==> src/rtl/pfbc_pkg.sv <==
// parallel flash bus control: shared constants and types
// assumes one 125 MHz system clock; flash pins arrive asynchronous
package pfbc_pkg;

   // ************************************************************
   // widths and field positions
   // ************************************************************
   localparam int ADDR_W = 25;
   localparam int DATA_W = 16;
   localparam int STAT_W = 8;
   localparam int CFG_W = 16;
   localparam int DIE_SEL_BIT = 24;
   localparam int WAIT_POL_BIT = 10;
   // pins bundled for the synchroniser: ctrl bits then addr then data
   localparam int CTRL_W = 7;
   localparam int SYNC_W = CTRL_W + ADDR_W + DATA_W;
   localparam int POS_CE = 0;
   localparam int POS_OE = 1;
   localparam int POS_WE = 2;
   localparam int POS_ADDR_VALID = 3;
   localparam int POS_RST = 4;
   localparam int POS_WP = 5;
   localparam int POS_CLK = 6;
   localparam int POS_ADDR = CTRL_W;
   localparam int POS_DATA = CTRL_W + ADDR_W;

   // ************************************************************
   // values after reset
   // ************************************************************
   localparam logic [STAT_W-1:0] STATUS_RESET = 8'h80;
   localparam logic [SYNC_W-1:0] SYNC_RESET = {{(SYNC_W-CTRL_W){1'h0}},
                                               7'h3F};
   localparam logic [ADDR_W-1:0] ADDR_RESET = 25'h0000000;
   localparam logic [DATA_W-1:0] DATA_RESET = 16'h0000;

   // ************************************************************
   // bus operation states
   // ************************************************************
   typedef enum logic [2:0] {
      PFBC_RESET,
      PFBC_STANDBY,
      PFBC_DISABLE,
      PFBC_READ,
      PFBC_WRITE
   } pfbc_op_e;

endpackage

==> src/rtl/pfbc_bus_control.sv <==
// parallel flash bus control: pin decode, address latch, data and wait
// assumes the array core sits on the user-side ports, same clock
module pfbc_bus_control
   import pfbc_pkg::*;
(
   input wire logic clock_in,
   input wire logic rst_in,
   // flash pins
   input wire logic die_one_select_n_in,
   input wire logic die_one_output_enable_n_in,
   input wire logic write_enable_n_in,
   input wire logic address_valid_n_in,
   input wire logic reset_n_in,
   input wire logic write_protect_n_in,
   input wire logic flash_clk_in,
   input wire logic [ADDR_W-1:0] addr_in,
   input wire logic [DATA_W-1:0] dq_in,
   output logic [DATA_W-1:0] dq_out,
   output logic dq_oe_out,
   output logic wait_out,
   output logic wait_oe_out,
   // array core side
   input wire logic sync_mode_in,
   input wire logic [CFG_W-1:0] read_config_reg_in,
   input wire logic [DATA_W-1:0] read_data_in,
   input wire logic read_data_valid_in,
   input wire logic busy_in,
   input wire logic leave_read_array_in,
   input wire logic status_load_in,
   input wire logic [STAT_W-1:0] status_in,
   output logic [ADDR_W-1:0] read_addr_out,
   output logic top_die_out,
   output logic [ADDR_W-1:0] write_addr_out,
   output logic [DATA_W-1:0] write_data_out,
   output logic write_strobe_out,
   output logic automation_reset_out,
   output logic device_active_out,
   output logic lockdown_enforce_out,
   output logic read_array_mode_out,
   output logic [STAT_W-1:0] status_reg_out,
   output pfbc_op_e bus_op_out
);

   // ************************************************************
   // pin synchroniser
   // ************************************************************
   logic [SYNC_W-1:0] meta_reg;
   logic [SYNC_W-1:0] pins_reg;
   wire [SYNC_W-1:0] pins_raw = {dq_in, addr_in, flash_clk_in,
      write_protect_n_in, reset_n_in, address_valid_n_in,
      write_enable_n_in, die_one_output_enable_n_in,
      die_one_select_n_in};

   always_ff @(posedge clock_in)
   begin
      if (rst_in)
      begin
         meta_reg <= SYNC_RESET;
         pins_reg <= SYNC_RESET;
      end
      else
      begin
         meta_reg <= pins_raw;
         pins_reg <= meta_reg;
      end
   end

   wire s_ce_n = pins_reg[POS_CE];
   wire s_oe_n = pins_reg[POS_OE];
   wire s_we_n = pins_reg[POS_WE];
   wire s_addr_valid_n = pins_reg[POS_ADDR_VALID];
   wire s_rst_n = pins_reg[POS_RST];
   wire s_wp_n = pins_reg[POS_WP];
   wire s_clk = pins_reg[POS_CLK];
   wire [ADDR_W-1:0] s_addr = pins_reg[POS_DATA-1:POS_ADDR];
   wire [DATA_W-1:0] s_dq = pins_reg[SYNC_W-1:POS_DATA];

   // ************************************************************
   // bus operation decode
   // ************************************************************
   logic read_array_reset_hold;
   wire in_reset = ~s_rst_n;
   wire do_read = s_rst_n & ~s_ce_n & ~s_oe_n & s_we_n;
   wire do_write = s_rst_n & ~s_ce_n & s_oe_n & ~s_we_n;
   wire drive_en = s_rst_n & ~s_ce_n & ~s_oe_n;
   wire sync_eff = sync_mode_in & ~read_array_reset_hold;
   wire wait_pol = read_config_reg_in[WAIT_POL_BIT];

   pfbc_op_e op_next;

   always_comb
   begin
      if (in_reset)
         op_next = PFBC_RESET;
      else if (s_ce_n)
         op_next = PFBC_STANDBY;
      else if (do_read)
         op_next = PFBC_READ;
      else if (do_write)
         op_next = PFBC_WRITE;
      else
         op_next = PFBC_DISABLE;
   end

   // ************************************************************
   // address latch
   // ************************************************************
   logic valid_d_reg;
   logic clk_d_reg;
   logic sync_taken_reg;
   logic [ADDR_W-1:0] addr_reg;

   wire valid_rise = s_addr_valid_n & ~valid_d_reg;
   wire clk_rise = s_clk & ~clk_d_reg;
   wire sync_ok = s_we_n & s_rst_n & ~s_ce_n;
   // async: follow pins while valid low, hold from its rising edge
   wire async_follow = ~sync_eff & ~s_addr_valid_n;
   // sync: first clock edge with valid low, unless already taken
   wire sync_take = sync_eff & sync_ok & ~s_addr_valid_n & clk_rise
      & ~sync_taken_reg;
   wire sync_valid_take = sync_eff & sync_ok & valid_rise & ~sync_taken_reg;
   wire addr_load = async_follow | sync_take | sync_valid_take;

   always_ff @(posedge clock_in)
   begin
      if (rst_in)
      begin
         valid_d_reg <= 1'h1;
         clk_d_reg <= 1'h0;
         sync_taken_reg <= 1'h0;
         addr_reg <= ADDR_RESET;
      end
      else
      begin
         valid_d_reg <= s_addr_valid_n;
         clk_d_reg <= s_clk;
         if (s_addr_valid_n | ~sync_eff)
            sync_taken_reg <= 1'h0;
         else if (sync_take)
            sync_taken_reg <= 1'h1;
         if (addr_load)
            addr_reg <= s_addr;
      end
   end

   assign read_addr_out = addr_reg;
   assign top_die_out = addr_reg[DIE_SEL_BIT];

   // ************************************************************
   // write capture
   // ************************************************************
   logic wr_active_reg;
   logic wr_strobe_reg;
   logic [ADDR_W-1:0] wr_addr_reg;
   logic [DATA_W-1:0] wr_data_reg;
   wire wr_end = wr_active_reg & s_rst_n & (s_we_n | s_ce_n);

   always_ff @(posedge clock_in)
   begin
      if (rst_in | in_reset)
      begin
         wr_active_reg <= 1'h0;
         wr_strobe_reg <= 1'h0;
      end
      else
      begin
         wr_active_reg <= do_write;
         wr_strobe_reg <= wr_end;
      end
   end

   always_ff @(posedge clock_in)
   begin
      if (rst_in)
      begin
         wr_addr_reg <= ADDR_RESET;
         wr_data_reg <= DATA_RESET;
      end
      else if (do_write)
      begin
         wr_addr_reg <= s_addr;
         wr_data_reg <= s_dq;
      end
   end

   assign write_addr_out = wr_addr_reg;
   assign write_data_out = wr_data_reg;
   assign write_strobe_out = wr_strobe_reg;

   // ************************************************************
   // data and wait drivers
   // ************************************************************
   logic [DATA_W-1:0] dq_reg;
   wire wait_busy = sync_eff & do_read & ~read_data_valid_in;

   always_ff @(posedge clock_in)
   begin
      if (rst_in)
         dq_reg <= DATA_RESET;
      else if (do_read)
         dq_reg <= read_data_in;
   end

   assign dq_out = dq_reg;
   assign dq_oe_out = do_read;
   assign wait_oe_out = drive_en;
   // asserted level equals the polarity bit, else its inverse
   assign wait_out = wait_busy ? wait_pol : ~wait_pol;

   // ************************************************************
   // mode, status and device state
   // ************************************************************
   logic [STAT_W-1:0] status_reg;
   logic read_array_reg;
   pfbc_op_e op_reg;

   always_ff @(posedge clock_in)
   begin
      if (rst_in | in_reset)
      begin
         status_reg <= STATUS_RESET;
         read_array_reg <= 1'h1;
         read_array_reset_hold <= 1'h1;
      end
      else
      begin
         read_array_reset_hold <= 1'h0;
         if (status_load_in)
            status_reg <= status_in;
         if (leave_read_array_in)
            read_array_reg <= 1'h0;
      end
   end

   always_ff @(posedge clock_in)
   begin
      if (rst_in)
         op_reg <= PFBC_RESET;
      else
         op_reg <= op_next;
   end

   assign status_reg_out = status_reg;
   assign read_array_mode_out = read_array_reg;
   assign bus_op_out = op_reg;
   assign automation_reset_out = in_reset;
   assign device_active_out = s_rst_n & (~s_ce_n | busy_in);
   assign lockdown_enforce_out = ~s_wp_n;
endmodule

==> config.mk <==
export PLATFORM = sky130hd
export DESIGN_NAME = pfbc_bus_control
export DESIGN_NICKNAME = d
export VERILOG_FILES = /design/src/rtl/pfbc_pkg.sv /design/src/rtl/pfbc_bus_control.sv
export SDC_FILE = /design/constraint.sdc
export NUM_CORES = 1
export LEC_CHECK = 0
export BUFFER_PORTS_ARGS = -buffer_cell sky130_fd_sc_hd__buf_2
export CORE_MARGIN = 3
export CORE_UTILIZATION = 45
export CTS_CLUSTER_DIAMETER = 120
export DETAILED_ROUTE_END_ITERATION = 10
export PLACE_DENSITY = 0.78
export SYNTH_ARGS = -nofsm -noshare
export SYNTH_HDL_FRONTEND = slang
export SYNTH_SLANG_ARGS = --single-unit
export TNS_END_PERCENT = 1
==> constraint.sdc <==
create_clock -name clock_in -period 2.2 [get_ports clock_in]
set_input_delay 0.22 -clock clock_in [delete_from_list [all_inputs] [get_ports clock_in]]
set_output_delay 0.22 -clock clock_in [all_outputs]
set_load 0.02 [all_outputs]
=== After elaboration in Yosys (flattened, before gate mapping) ===
Index checks and enable logic that the tools add are counted.

* Reductions and logical operators: 4
* Bitwise logic cells: 41
* Muxes and demuxes: 5

{| class="wikitable"
|+ Operators with widths
! kind !! number
|-
| 1-bit bitwise AND || 22
|-
| 1-bit NOT || 13
|-
| 1-bit OR || 6
|-
| 2-bit OR reduction || 2
|-
| 4-bit OR reduction || 1
|-
| 1-bit 2-to-1 mux || 3
|-
| 3-bit 2-to-1 mux || 1
|-
| 3-bit OR reduction || 1
|-
| 2-bit 2-to-1 mux || 1
|}

* Word-level logic and storage cells: 67
* Register bits: 196
* Output and inout port bits: 102

=== Longest topological paths before layout ===
* Depth in word-level cells: 8
* Gate-level depth with buffers: 7

=== Least setup slack after synthesis ===
Ideal clock, no wire load.

* Path type: flip-flop to output port
* Start: register pins_reg[0]
* End: output port wait_out
* Cell stages (with the launch flop): 6
* Arrival: 1.477 ns
* Slack: 0.503 ns
* Path through: dfxtp_1 -> buf_6 -> nor3b_2 -> nand2_2 -> nor3_1 -> xnor2_1

* Cells in the longest elaborated chain, start to end: 7

{| class="wikitable"
|+ RTL lines
! what !! line !! RTL
|-
| from (decl) || pfbc_bus_control.sv:48 || <nowiki>logic [SYNC_W-1:0] pins_reg;</nowiki>
|-
| from (signal assigned) || pfbc_bus_control.sv:64 || <nowiki>pins_reg <= meta_reg;</nowiki>
|-
| 1-bit NOT || n/a ||
|-
| 1-bit bitwise AND (2 in series) || n/a ||
|-
| via wait_oe_out || pfbc_bus_control.sv:21 || <nowiki>output logic wait_oe_out,</nowiki>
|-
| 1-bit bitwise AND || pfbc_bus_control.sv:83 || <nowiki>wire do_read = s_rst_n & ~s_ce_n & ~s_oe_n & s_we_n;</nowiki>
|-
| 1-bit bitwise AND (2 in series) || pfbc_bus_control.sv:194 || <nowiki>wire wait_busy = sync_eff & do_read & ~read_data_valid_in;</nowiki>
|-
| 1-bit 2-to-1 mux || pfbc_bus_control.sv:208 || <nowiki>assign wait_out = wait_busy ? wait_pol : ~wait_pol;</nowiki>
|-
| to (decl) || pfbc_bus_control.sv:20 || <nowiki>output logic wait_out,</nowiki>
|}

The timed path passes the listed nets, and every way through them passes these cells.

=== Final worst setup path ===
* Start: register pins_reg[0]
* End: output port wait_out

* Cells in the longest elaborated chain, start to end: 7

{| class="wikitable"
|+ RTL lines
! what !! line
|-
| 1-bit NOT || pfbc_bus_control.sv:83
|-
| 1-bit bitwise AND (3 in series) || pfbc_bus_control.sv:83
|-
| 1-bit bitwise AND (2 in series) || pfbc_bus_control.sv:194
|-
| 1-bit 2-to-1 mux || pfbc_bus_control.sv:208
|}

Every way passes these cells.

==> qor.txt <==
total CTS buffers: 17
drt drc: 0
status: finished clean
# Post-CTS Setup Buffers: 0
Setup-failing EPs final: 0
CTS clk-pin slew, worst paths: 0.07 ns
CP Capture Type: output port
fmax: 495.3 MHz
Die H: 123.8 um
R2R Setup Slk: 0.59 ns
final slew viol count: 0
clock buffer depth: 2
Yosys cell types: 32
Cell Area, Synth: 6243 um^2
vias: 4,728
Top FF cell, synth: dfxtp_1
CP arrival: 1.80 ns
LEAKAGE: 3.470 nW
syn_nets: 726
first drt pass iteration count: 4
Total Neg Setup Slack: 0 ns
vias per cell: 4.635
global route overflow: 0
Period minus WS final: 2.019 ns
CTS tree: done
Post-synth ARST share: 0%
vias in the first global route: 4,192
largest net degree at the start of global routing: 56
Fin. Hold Viols: 0
met2 usage: 28.46%
Setup crit start kind: flip-flop
Mapped Cells: 631
drt wl/cell: 13.03 um
skew final: 0.009822 ns
initial antenna violation count: 1
RSZ-0062 raised after global routing: no
VDD IR max: 0.6532 mV
Worst Tran Pin Value: 0.6791 ns
dpl cells: 952
Synth Register Bits: 196
non-filler instance count after layout: 1,020
number of flops mapped to enable cells by yosys: 0
Seq/Total Area, Yosys: 62.85%
Pwr Density: 863.4 nW/um^2
gr usage total: 17.12%
clock latency on the worst-skew pair: 0.42 ns
Die ar.: 15,320 um^2
busiest grt layer: met2
DP Wirelength: 8383 um
synthesis-to-layout area growth: 31.46%
Starting Density: 46.59%
Ys Warns: 0
met3 Track Usage GR: 5.586%
critical path class: reg -> out
# rows: 42
share of cells above drive strength 1: 31.08%
htree depth: 4
Rel. slew slack: 54.63%
GRT met1 Usage: 19.83%
clk sink count: 196
max capacitance violation total: 0
final worst-path cycle share: 91.77%
Critical Path RT: 1.98 ns
crit path max fanout: 18
CTS root buf: clkbuf_16
Post-layout nets: 925
IO Pins: 197
die width: 123.8 um
Total Wirelength: 13,290 um
first-pass GRT wire length: 20,200 um
Core Box Area: 13,400 um^2
DRT antenna net count: 0
Syn Area/Cell: 9.895 um^2
port bufs: 181
Starting DRT DRC Count: 229
total power: 7.087 mW
Routability Congestion: 0.7603
Worst Hold Class: in -> reg
[through the flow]
| stage | setup WS, ns | instance area (um^2) | hold WS, ns | util, % |
|---|---|---|---|---|
| global placement | 0.3740 | 7242 | 0.3926 | 54.04 |
| finish | 0.1811 | 8208 | 0.02069 | 61.25 |
| global route | 0.04845 | 8208 | 0.003735 | 61.25 |
| detailed placement | 0.2453 | 7242 | 0.3983 | 54.04 |
| floorplan | 0.5031 | 6243 | 0.3238 | - |
| CTS | 0.05178 | 8189 | 0.001033 | 61.11 |
[cell type report]
cell class | count | area [um^2]
Inverter | 5 | 20.02
Timing Repair Buffer | 223 | 1328
Fill cell | 1126 | 5192
Clock buffer | 19 | 442.9
Tap cell | 176 | 220.2
Multi-Input combinational cell | 387 | 2122
Sequential cell | 196 | 3924
Antenna cell | 1 | 2.502
Clock inverter | 13 | 148.9
[cell usage after synthesis (3+ instances only)]
cell,n,area share [%]
nor2b_1,88,8.8
nor3b_2,3,0.60
buf_2,8,0.64
inv_1,4,0.24
or2_2,13,1.3
o21ai_1,19,1.5
mux2i_1,7,1.1
a21oi_2,19,2.7
a21oi_1,65,5.2
clkbuf_1,26,1.6
dfxtp_1,196,63
nand2b_1,3,0.30
buf_6,4,0.72
o21ai_0,6,0.48
nor3_1,3,0.24
nand3_1,25,2.0
nand2_1,114,6.9
nor2_1,12,0.72
[layout by cell type, fill, tap and decap left out, types with 13 or more instances in the layout]
| master | n |
|---|---|
| dfxtp_1 | 196 |
| a21oi_1 | 65 |
| buf_2 | 180 |
| o21ai_1 | 19 |
| nor2b_1 | 87 |
| dlygate4sd3_1 | 35 |
| nand2_1 | 114 |
| nand3_1 | 25 |
| clkbuf_16 | 17 |
| or2_2 | 13 |
| a21oi_2 | 19 |
[final timing paths]
path	start	end	cells after the start
min	dq_in[1]	meta_reg[33]$_SDFF_PP0_	2
min reg2reg	meta_reg[1]$_SDFF_PP1_	pins_reg[1]$_SDFF_PP1_	1
max reg2reg	pins_reg[0]$_SDFF_PP1_	read_addr_out[9]$_SDFFE_PP0P_	5
max	pins_reg[0]$_SDFF_PP1_	wait_out	5
[routing by layer]
layer  vias up  share of wire, %
met3        21               8.6
met1      2120                42
met5         -                 0
met4         0               2.3
li1       2435                 -
met2       152                47
[worst max-delay path, cell delays in order (launching register included)]
cell and delay (ns):
dfxtp_1 0.42, nor3b_4 0.27, nand2_4 0.18, nor3_2 0.21, xnor2_1 0.13, buf_2 0.18
[what timing repair did]
| item | CTS | global route |
|---|---|---|
| resized for setup | 1 | 3 |
| endpoints found under the setup margin | 1 | 1 |
| hold endpoints to repair | 35 | 0 |
| hold buffers | 35 | 0 |
[power by group]
part           switching (mW)  internal, mW
Sequential             0.0347          3.65
Clock                    1.32          1.72
Combinational           0.177         0.181
Total                    1.53          5.56
[kinds of logic after synthesis]
family | Yosys count | synth area share (%)
compound gates | 114 | 10.78
xor+xnor | 1 | 0.1403
mux | 7 | 1.122
buf+inv | 48 | 3.647
flops | 196 | 62.85
simple gates | 265 | 21.46
Power figures use the tool's default switching activity.
